`src/core/tmr8_regs.vh`:
```
`ifndef TMR8_REGS_VH
`define TMR8_REGS_VH

// ================================================
// register offsets (byte addresses, one word each)
`define TMR8_ADR_CTRL 8'h00
`define TMR8_ADR_COUNT 8'h04
`define TMR8_ADR_COMPARE 8'h08
`define TMR8_ADR_FLAGS 8'h0c
`define TMR8_ADR_MASK 8'h10
`define TMR8_ADR_PORT 8'h14
`define TMR8_ADR_STATUS 8'h18

// ================================================
// control register fields
`define TMR8_CS_LSB 0
`define TMR8_CS_MSB 2
`define TMR8_WGM_LSB 3
`define TMR8_WGM_MSB 4
`define TMR8_COM_LSB 5
`define TMR8_COM_MSB 6
`define TMR8_FOC_BIT 7

// flag and mask register bits
`define TMR8_OVF_BIT 0
`define TMR8_CMP_BIT 1

// port register bits
`define TMR8_PORT_DATA_BIT 0
`define TMR8_PORT_DIR_BIT 1

// ================================================
// waveform modes
`define TMR8_MODE_NORMAL 2'h0
`define TMR8_MODE_PHASE 2'h1
`define TMR8_MODE_CTC 2'h2
`define TMR8_MODE_FAST 2'h3

// compare output modes
`define TMR8_COM_OFF 2'h0
`define TMR8_COM_TOGGLE 2'h1
`define TMR8_COM_CLEAR 2'h2
`define TMR8_COM_SET 2'h3

// clock select codes
`define TMR8_CS_STOP 3'h0
`define TMR8_CS_DIV1 3'h1
`define TMR8_CS_DIV8 3'h2
`define TMR8_CS_DIV64 3'h3
`define TMR8_CS_DIV256 3'h4
`define TMR8_CS_DIV1024 3'h5
`define TMR8_CS_EXT_FALL 3'h6
`define TMR8_CS_EXT_RISE 3'h7

// ================================================
// prescaler tap masks (divisor minus one)
`define TMR8_MASK_DIV8 10'h007
`define TMR8_MASK_DIV64 10'h03f
`define TMR8_MASK_DIV256 10'h0ff
`define TMR8_MASK_DIV1024 10'h3ff

// ================================================
// counter extremes and reset values
`define TMR8_BOTTOM 8'h00
`define TMR8_MAX 8'hff
`define TMR8_RST_BYTE 8'h00

`endif

```
`src/core/tmr8_core.v`:
```
`include "tmr8_regs.vh"

module tmr8_core #(
    parameter ADR_W = 8
) (
    input wire clock,
    input wire nrst,
    input wire ce,
    input wire wb_cyc,
    input wire wb_stb,
    input wire wb_we,
    input wire [ADR_W-1:0] wb_adr,
    input wire [3:0] wb_sel,
    input wire [31:0] wb_wdata,
    output reg [31:0] wb_rdata,
    output reg wb_ack,
    input wire global_irq_enable,
    input wire overflow_irq_taken,
    input wire compare_irq_taken,
    input wire external_count_pin,
    output reg overflow_irq,
    output reg compare_irq,
    output reg compare_output_pin,
    output reg compare_output_oe
);

// ================================================
// state
reg [2:0] clock_select_field_reg;
reg [1:0] waveform_mode_bits_reg;
reg [1:0] compare_output_mode_bits_reg;
reg [7:0] timer_count_value_reg;
reg [7:0] compare_value_reg;
reg [7:0] compare_buffer_reg;
reg overflow_flag_reg;
reg compare_match_flag_reg;
reg overflow_irq_enable_reg;
reg compare_irq_enable_reg;
reg port_data_reg;
reg compare_pin_direction_reg;
reg compare_output_reg;
reg count_up_reg;
reg block_reg;
reg ext_sync1_reg;
reg ext_sync2_reg;

reg [7:0] count_next;
reg compare_output_next;
reg count_up_next;
reg [31:0] rdata_next;

wire timer_tick;

// ================================================
// external pin synchroniser and tick source
always @(posedge clock or negedge nrst)
begin
    if (!nrst)
    begin
        ext_sync1_reg <= 1'b0;
        ext_sync2_reg <= 1'b0;
    end
    else if (ce)
    begin
        ext_sync1_reg <= external_count_pin;
        ext_sync2_reg <= ext_sync1_reg;
    end
end

tmr8_tick_gen #(
    .PRE_W(10)
) u_tick (
    .clock(clock),
    .nrst(nrst),
    .ce(ce),
    .clock_select_field(clock_select_field_reg),
    .ext_level(ext_sync2_reg),
    .timer_tick(timer_tick)
);

// ================================================
// bus decode
wire bus_req = wb_cyc & wb_stb;
wire wr_fire = bus_req & wb_we & wb_ack & wb_sel[0];
wire [7:0] wbyte = wb_wdata[7:0];
wire wr_ctrl = wr_fire && (wb_adr == `TMR8_ADR_CTRL);
wire wr_count = wr_fire && (wb_adr == `TMR8_ADR_COUNT);
wire wr_compare = wr_fire && (wb_adr == `TMR8_ADR_COMPARE);
wire wr_flags = wr_fire && (wb_adr == `TMR8_ADR_FLAGS);
wire wr_mask = wr_fire && (wb_adr == `TMR8_ADR_MASK);
wire wr_port = wr_fire && (wb_adr == `TMR8_ADR_PORT);

// ================================================
// counter unit
wire [1:0] mode = waveform_mode_bits_reg;
wire [1:0] com = compare_output_mode_bits_reg;
wire pwm_mode = (mode == `TMR8_MODE_PHASE) || (mode == `TMR8_MODE_FAST);
wire at_bottom = timer_count_value_reg == `TMR8_BOTTOM;
wire at_max = timer_count_value_reg == `TMR8_MAX;
wire [7:0] top_value = (mode == `TMR8_MODE_CTC) ? compare_value_reg : `TMR8_MAX;
wire at_top = timer_count_value_reg == top_value;
wire match = timer_count_value_reg == compare_value_reg;
wire match_event = timer_tick & match & ~block_reg;
wire force_event = wr_ctrl & wbyte[`TMR8_FOC_BIT] & ~pwm_mode;
wire [7:0] count_inc = timer_count_value_reg + 8'h01;
wire [7:0] count_dec = timer_count_value_reg - 8'h01;

always @*
begin
    count_next = timer_count_value_reg;
    count_up_next = count_up_reg;
    case (mode)
        `TMR8_MODE_NORMAL: count_next = count_inc;
        `TMR8_MODE_CTC: count_next = at_top ? `TMR8_BOTTOM : count_inc;
        `TMR8_MODE_FAST: count_next = at_top ? `TMR8_BOTTOM : count_inc;
        `TMR8_MODE_PHASE:
        begin
            if (count_up_reg)
            begin
                count_next = at_max ? count_dec : count_inc;
                count_up_next = ~at_max;
            end
            else
            begin
                count_next = at_bottom ? count_inc : count_dec;
                count_up_next = at_bottom;
            end
        end
        default: count_next = count_inc;
    endcase
end

// overflow: on the max-to-bottom tick, or at bottom in the dual-slope mode
wire overflow_event = timer_tick &
    ((mode == `TMR8_MODE_PHASE) ? (at_bottom & ~count_up_reg) : at_max);

// ================================================
// compare output state; bottom action beats match so a compare value of max gives a steady output
always @*
begin
    compare_output_next = compare_output_reg;
    if (!pwm_mode)
    begin
        if (match_event || force_event)
        begin
            case (com)
                `TMR8_COM_TOGGLE: compare_output_next = ~compare_output_reg;
                `TMR8_COM_CLEAR: compare_output_next = 1'b0;
                `TMR8_COM_SET: compare_output_next = 1'b1;
                default: compare_output_next = compare_output_reg;
            endcase
        end
    end
    else if (mode == `TMR8_MODE_FAST)
    begin
        if (timer_tick && at_max && com == `TMR8_COM_CLEAR)
            compare_output_next = 1'b1;
        else if (timer_tick && at_max && com == `TMR8_COM_SET)
            compare_output_next = 1'b0;
        else if (match_event)
        begin
            case (com)
                `TMR8_COM_TOGGLE: compare_output_next = ~compare_output_reg;
                `TMR8_COM_CLEAR: compare_output_next = 1'b0;
                `TMR8_COM_SET: compare_output_next = 1'b1;
                default: compare_output_next = compare_output_reg;
            endcase
        end
    end
    else if (match_event)
    begin
        case (com)
            `TMR8_COM_CLEAR: compare_output_next = ~count_up_reg;
            `TMR8_COM_SET: compare_output_next = count_up_reg;
            default: compare_output_next = compare_output_reg;
        endcase
    end
end

// ================================================
// read mux; reserved bits read as zero
always @*
begin
    rdata_next = 32'h00000000;
    case (wb_adr)
        `TMR8_ADR_CTRL:
            rdata_next[6:0] = {com, mode, clock_select_field_reg};
        `TMR8_ADR_COUNT:
            rdata_next[7:0] = timer_count_value_reg;
        `TMR8_ADR_COMPARE:
            rdata_next[7:0] = pwm_mode ? compare_buffer_reg : compare_value_reg;
        `TMR8_ADR_FLAGS:
        begin
            rdata_next[`TMR8_OVF_BIT] = overflow_flag_reg;
            rdata_next[`TMR8_CMP_BIT] = compare_match_flag_reg;
        end
        `TMR8_ADR_MASK:
        begin
            rdata_next[`TMR8_OVF_BIT] = overflow_irq_enable_reg;
            rdata_next[`TMR8_CMP_BIT] = compare_irq_enable_reg;
        end
        `TMR8_ADR_PORT:
        begin
            rdata_next[`TMR8_PORT_DATA_BIT] = port_data_reg;
            rdata_next[`TMR8_PORT_DIR_BIT] = compare_pin_direction_reg;
        end
        `TMR8_ADR_STATUS:
            rdata_next[3:0] = {count_up_reg, match, at_max, at_bottom};
        default:
            rdata_next = 32'h00000000;
    endcase
end

// ================================================
// bus answer: ack one cycle after the request, write lands at the ack edge
always @(posedge clock or negedge nrst)
begin
    if (!nrst)
    begin
        wb_ack <= 1'b0;
        wb_rdata <= 32'h00000000;
    end
    else if (ce)
    begin
        wb_ack <= bus_req & ~wb_ack;
        if (bus_req && !wb_ack)
            wb_rdata <= rdata_next;
    end
end

// ================================================
// configuration, counter and compare registers
always @(posedge clock or negedge nrst)
begin
    if (!nrst)
    begin
        clock_select_field_reg <= `TMR8_CS_STOP;
        waveform_mode_bits_reg <= `TMR8_MODE_NORMAL;
        compare_output_mode_bits_reg <= `TMR8_COM_OFF;
        timer_count_value_reg <= `TMR8_RST_BYTE;
        compare_value_reg <= `TMR8_RST_BYTE;
        compare_buffer_reg <= `TMR8_RST_BYTE;
        overflow_irq_enable_reg <= 1'b0;
        compare_irq_enable_reg <= 1'b0;
        port_data_reg <= 1'b0;
        compare_pin_direction_reg <= 1'b0;
        count_up_reg <= 1'b1;
        block_reg <= 1'b0;
        compare_output_reg <= 1'b0;
    end
    else if (ce)
    begin
        if (wr_ctrl)
        begin
            clock_select_field_reg <= wbyte[`TMR8_CS_MSB:`TMR8_CS_LSB];
            waveform_mode_bits_reg <= wbyte[`TMR8_WGM_MSB:`TMR8_WGM_LSB];
            compare_output_mode_bits_reg <= wbyte[`TMR8_COM_MSB:`TMR8_COM_LSB];
        end
        if (wr_mask)
        begin
            overflow_irq_enable_reg <= wbyte[`TMR8_OVF_BIT];
            compare_irq_enable_reg <= wbyte[`TMR8_CMP_BIT];
        end
        if (wr_port)
        begin
            port_data_reg <= wbyte[`TMR8_PORT_DATA_BIT];
            compare_pin_direction_reg <= wbyte[`TMR8_PORT_DIR_BIT];
        end
        if (wr_count)
            timer_count_value_reg <= wbyte;
        else if (timer_tick)
            timer_count_value_reg <= count_next;
        if (timer_tick)
            count_up_reg <= (mode == `TMR8_MODE_PHASE) ? count_up_next : 1'b1;
        if (wr_count)
            block_reg <= 1'b1;
        else if (timer_tick)
            block_reg <= 1'b0;
        if (wr_compare)
        begin
            compare_buffer_reg <= wbyte;
            if (!pwm_mode)
                compare_value_reg <= wbyte;
        end
        // fast mode reloads at the max-to-bottom tick, dual-slope at max
        if (pwm_mode && timer_tick && at_max)
            compare_value_reg <= compare_buffer_reg;
        compare_output_reg <= compare_output_next;
    end
end

// ================================================
// flags: a set in the same cycle as a clear wins
wire ovf_clear = (wr_flags & wbyte[`TMR8_OVF_BIT]) | overflow_irq_taken;
wire cmp_clear = (wr_flags & wbyte[`TMR8_CMP_BIT]) | compare_irq_taken;

always @(posedge clock or negedge nrst)
begin
    if (!nrst)
    begin
        overflow_flag_reg <= 1'b0;
        compare_match_flag_reg <= 1'b0;
        overflow_irq <= 1'b0;
        compare_irq <= 1'b0;
        compare_output_pin <= 1'b0;
        compare_output_oe <= 1'b0;
    end
    else if (ce)
    begin
        overflow_flag_reg <= overflow_event | (overflow_flag_reg & ~ovf_clear);
        compare_match_flag_reg <= match_event | (compare_match_flag_reg & ~cmp_clear);
        overflow_irq <= overflow_flag_reg & overflow_irq_enable_reg & global_irq_enable;
        compare_irq <= compare_match_flag_reg & compare_irq_enable_reg
            & global_irq_enable;
        // override applies in every mode so the state can be preset with the pin still input
        compare_output_pin <= (com != `TMR8_COM_OFF) ?
            compare_output_next : port_data_reg;
        compare_output_oe <= compare_pin_direction_reg;
    end
end

endmodule // tmr8_core

```
`src/core/tmr8_tick_gen.v`:
```
`include "tmr8_regs.vh"

// ================================================
// free running prescaler and tick source selection
module tmr8_tick_gen #(
    parameter PRE_W = 10
) (
    input wire clock,
    input wire nrst,
    input wire ce,
    input wire [2:0] clock_select_field,
    input wire ext_level,
    output reg timer_tick
);

reg [PRE_W-1:0] pre_reg;
reg ext_prev_reg;

// prescaler is never cleared by the select, so the first prescaled tick may come anywhere from 0 to n-1 cycles after the select
always @(posedge clock or negedge nrst)
begin
    if (!nrst)
    begin
        pre_reg <= {PRE_W{1'b0}};
        ext_prev_reg <= 1'b0;
    end
    else if (ce)
    begin
        pre_reg <= pre_reg + {{(PRE_W-1){1'b0}}, 1'b1};
        ext_prev_reg <= ext_level;
    end
end

always @*
begin
    case (clock_select_field)
        `TMR8_CS_STOP: timer_tick = 1'b0;
        `TMR8_CS_DIV1: timer_tick = 1'b1;
        `TMR8_CS_DIV8: timer_tick = (pre_reg & `TMR8_MASK_DIV8) == `TMR8_MASK_DIV8;
        `TMR8_CS_DIV64: timer_tick = (pre_reg & `TMR8_MASK_DIV64) == `TMR8_MASK_DIV64;
        `TMR8_CS_DIV256: timer_tick = (pre_reg & `TMR8_MASK_DIV256) == `TMR8_MASK_DIV256;
        `TMR8_CS_DIV1024: timer_tick = (pre_reg & `TMR8_MASK_DIV1024) == `TMR8_MASK_DIV1024;
        `TMR8_CS_EXT_FALL: timer_tick = ext_prev_reg & ~ext_level;
        `TMR8_CS_EXT_RISE: timer_tick = ~ext_prev_reg & ext_level;
        default: timer_tick = 1'b0;
    endcase
end

endmodule // tmr8_tick_gen

```
`config.mk`:
```
export PLATFORM = sky130hd
export DESIGN_NAME = tmr8_core
export DESIGN_NICKNAME = d
export VERILOG_FILES = /design/src/core/tmr8_core.v /design/src/core/tmr8_tick_gen.v
export VERILOG_INCLUDE_DIRS = /design/src /design/src/core
export SDC_FILE = /design/constraint.sdc
export NUM_CORES = 1
export LEC_CHECK = 0
export BUFFER_PORTS_ARGS = -buffer_cell sky130_fd_sc_hd__buf_2
export CORE_UTILIZATION = 55
export CTS_CLUSTER_DIAMETER = 40
export CTS_CLUSTER_SIZE = 40
export DETAILED_ROUTE_END_ITERATION = 10
export GPL_TIMING_DRIVEN = 0
export HOLD_SLACK_MARGIN = 0.05
export PLACE_DENSITY = 0.9
export SYNTH_ARGS = -nofsm -noshare
export SYNTH_HDL_FRONTEND = slang
export SYNTH_SLANG_ARGS = --single-unit
```
`constraint.sdc`:
```
create_clock -name clock -period 2.8 [get_ports clock]
set_clock_uncertainty 0.2 [all_clocks]
set_input_delay 0.14 -clock clock [delete_from_list [all_inputs] [get_ports clock]]
set_output_delay 0.14 -clock clock [all_outputs]
set_load 0.01 [all_outputs]
```
==> summary.md <==
| Metric | Value |
|---|---|
| Max Cap Viol | `0` |
| Setup_tns | `0 ns` |
| Worst-path clk slew | `around 0.070 ns` |
| RR Endpoint | `compare_output_reg` |
| Vias per cell | `a little over 6` |
| Psw | `approximately 0.6 mW` |
| Final #Nets | `roughly 580` |
| Placer Congestion | `a little under 1` |
| Worst hold-check path type | `input pin to register` |
| Starting DRT DRC Count | `between 300 and 400` |
| Hold path depth | `3` |
| GRT Total Usage | `30.7%` |
| Crit-path slowest cell | `dfrtp_1` |
| DRC | `0` |
| Hold Path Origin | `ce` |
| Number of diodes | `0` |
| Status | `finished clean` |
| Share of layout cells above drive strength 1 | `between 20% and 30%` |
| Mapped Cells | `around 440` |
| Post-Syn Area | `0.00428 sq mm` |
| EDFF count, synth | `0` |
| Post-synth top area cell | `dfrtp_1` |
| Vias in the first global route | `3851` |
| CP Data Arrival Time | `~2.7 ns` |
| Fin util | `between 60% and 70%` |
| Core area | `around 0.0074 sq mm` |
| Worst path cell trace | `ha_1 > ha_1 > a21oi_1 > nor2_1 > a221oi_4 > buf_4 > nor4_2 > nor4_2 > a41oi_1` |
| Final Slew Violations | `0` |
| Slew headroom | `between 40 and 50%` |
| Routed vias | `approximately 3800` |
| Clock Latency Late Sink | `approximately 0.35 ns` |
| DP HPWL | `between 8000 and 9000 microns` |
| Critical path's largest stage delay | `~0.42 ns` |
| Fraction of registers with async set/reset | `100%` |
| H-tree depth | `3` |
| CP Launch Type | `register` |
| Syn avg cell area | `slightly below 10 sq um` |
| Cell internal pwr | `between 1.5 and 2 mW` |
| Most frequent cells in the layout | `dfrtp_1, buf_2, nor2_1` |
| Die Y-Extent | `between 90 and 100 microns` |
| CTS max path bufs | `2` |
| Sw frac | `27.4%` |
| Initial antenna violation count | `0` |
| Sequential share of power | `about half` |
| DIE AREA | `just over 0.008 sq mm` |
| Netlist cell types | `76` |
| Die width | `~90 microns` |
| Worst path top cell family by delay | `compound AO/OA/AOI/OAI gates` |
| Critical Path RT | `approximately 2.8 ns` |
| #FFs+latches synth | `66` |
| Antenna Violating Nets Remaining | `0` |
| R2r worst-path depth | `9` |
| Part of the power in combinational logic | `roughly an eighth` |
| Multi-input gate area | `between 0.002 and 0.0025 sq mm` |
| Final Cycle Share | `between 90 and 100%` |
| Final worst slack | `just over 0.08 ns` |
| # fillers | `586` |
| Pwr per Cell Area | `439 mW/mm^2` |
| Drt total wl | `11900 microns` |
| Synth-to-layout area growth | `17.6%` |
| Reg area | `around 0.0017 sq mm` |
| Cell Rows | `31` |
| Setup crit end kind | `register` |
| Buf/Inv on CP | `1` |
| RSZ-0062 raised after global routing | `no` |
| Largest cells by area after synthesis | `dfrtp_1, mux2_2, mux2i_1` |
| Setup WS pre-CTS | `-0.0297 ns` |
| Largest net degree at the start of global routing | `67` |
| PortBufs | `38` |
| Setup violators final | `0` |
| Slew @ Worst Pin | `0.838 ns` |
| First-pass GRT wire length | `just under 20000 microns` |
| Synth top area share | `around 38%` |
| CTS Root Cell | `clkbuf_8` |
| Sink count of the clock tree | `66` |
| Post-CTS setup buffer count | `0` |
| Critical path class | `register to register` |
| Grt total ovfl | `0` |
| Min Hold Slack | `0.0702 ns` |
| Max Clk Rate | `roughly 370 MHz` |
| R2R Setup Slk | `~0.08 ns` |
| Crit path max fanout | `10` |
| Avg WL per Cell | `19.0 microns` |
| TritonCTS Buffers | `9` |
| Register area share after synthesis | `about two fifths` |
| Synth warn | `0` |
| Period minus WS final | `2.72 ns` |
| Commonest non-fill, non-tap cell in the layout | `dfrtp_1` |
| Max FFs per register | `10` |
| Placed Area | `0.00469 sq mm` |
| Fin. Hold Viols | `0` |
| Main synth FF type | `dfrtp_1` |
| Worst R2R Start | `u_tick.pre_reg[0]` |
| Worst Hold Endpoint | `u_tick.pre_reg[3]` |
| Pleak | `2.23 nW` |
| Worst VDD drop | `around 0.00022 V` |
| DR pass1 iterations | `6` |
| Clock power share | `38.1%` |
| CTS tree | `built` |
| Initial Util | `between 50% and 60%` |
| I/O Pins | `just over 90` |
| Post-route cell area | `roughly 0.005 sq mm` |
==> cell usage after synthesis, drive strengths merged (4+ instances only) <==
cell	count
a211oi	4
a21oi	20
a221oi	6
a31oi	9
and3	8
buf	38
clkbuf	8
dfrtp	65
ha	4
inv	14
mux2	26
mux2i	22
nand2	30
nand2b	4
nand3	20
nand4	9
nor2	32
nor3	7
nor4	8
o21ai	30
o22ai	6
or3	5
xnor2	12
xor2	6
==> area by class of cell <==
class	count	share of cell area, %
Tap cell	99	2.46
Multi-Input combinational cell	338	46.9
Sequential cell	66	32.8
Clock buffer	11	3.01
Timing Repair Buffer	51	6.41
Buffer	46	6.28
Inverter	14	1.04
Clock inverter	4	1.02
==> worst max-delay path by stage <==
| stage | slack, ns | to | from | cells after the start |
|---|---|---|---|---|
| global route | 0.0003 | timer_count_value_reg[7] | u_tick.pre_reg[0] | 8 |
| global placement | 0.02 | timer_count_value_reg[5] | timer_count_value_reg[0] | 8 |
| floorplan | 0.32 | timer_count_value_reg[5] | timer_count_value_reg[1] | 9 |
| CTS | 0.04 | timer_count_value_reg[5] | timer_count_value_reg[1] | 9 |
| detailed placement | -0.03 | compare_output_reg | u_tick.pre_reg[0] | 9 |
| finish | 0.08 | compare_output_reg | u_tick.pre_reg[0] | 9 |
==> worst register-to-register path: stages, from the launching register on <==
cell and delay (ns):
dfrtp_1 0.42, ha_1 0.26, ha_1 0.20, a21oi_1 0.15, nor2_1 0.11, a221oi_4 0.40
buf_4 0.26, nor4_2 0.07, nor4_2 0.33, a41oi_1 0.17
==> kinds of logic after synthesis <==
family / Yosys count / synth area share [%]
muxes: 48 / 12.1
xor gates and xnor gates: 18 / 3.68
adders and majority gates: 4 / 1.17
and+or+nand+nor: 141 / 19.0
other: 1 / 0.0875
DFF: 66 / 38.6
AOI/OAI and AO/OA: 103 / 16.9
buffers and inverters: 60 / 8.53
==> metrics by stage <==
step                power [mW]  cells
floorplan                 1.25    464
global placement          1.34    601
detailed placement        1.36    601
CTS                       2.20    629
global route              2.28    629
finish                    2.21    629
==> power groups by stage <==
stage	combinational [mW]	clock [mW]	sequential (mW)
CTS	0.282	0.845	1.08
global placement	0.254	0	1.09
detailed placement	0.267	0	1.09
floorplan	0.175	0	1.08
global route	0.317	0.879	1.09
finish	0.287	0.842	1.08
==> timing repair <==
item | 4_1_cts | 5_1_grt
endpoints found under the setup margin | 3 | 8
pin swaps | 0 | 1
hold endpoints to repair | 101 | 0
hold buffers | 13 | 0
gates resized for setup | 2 | 7
==> metal layers <==
metal	wire length [microns]	GRT usage, %
met3	1080	5.56
met4	388	14.5
met1	4910	40.4
met5	0	0
met2	5550	49.3
No activity file was read; power rests on OpenSTA's default activity.
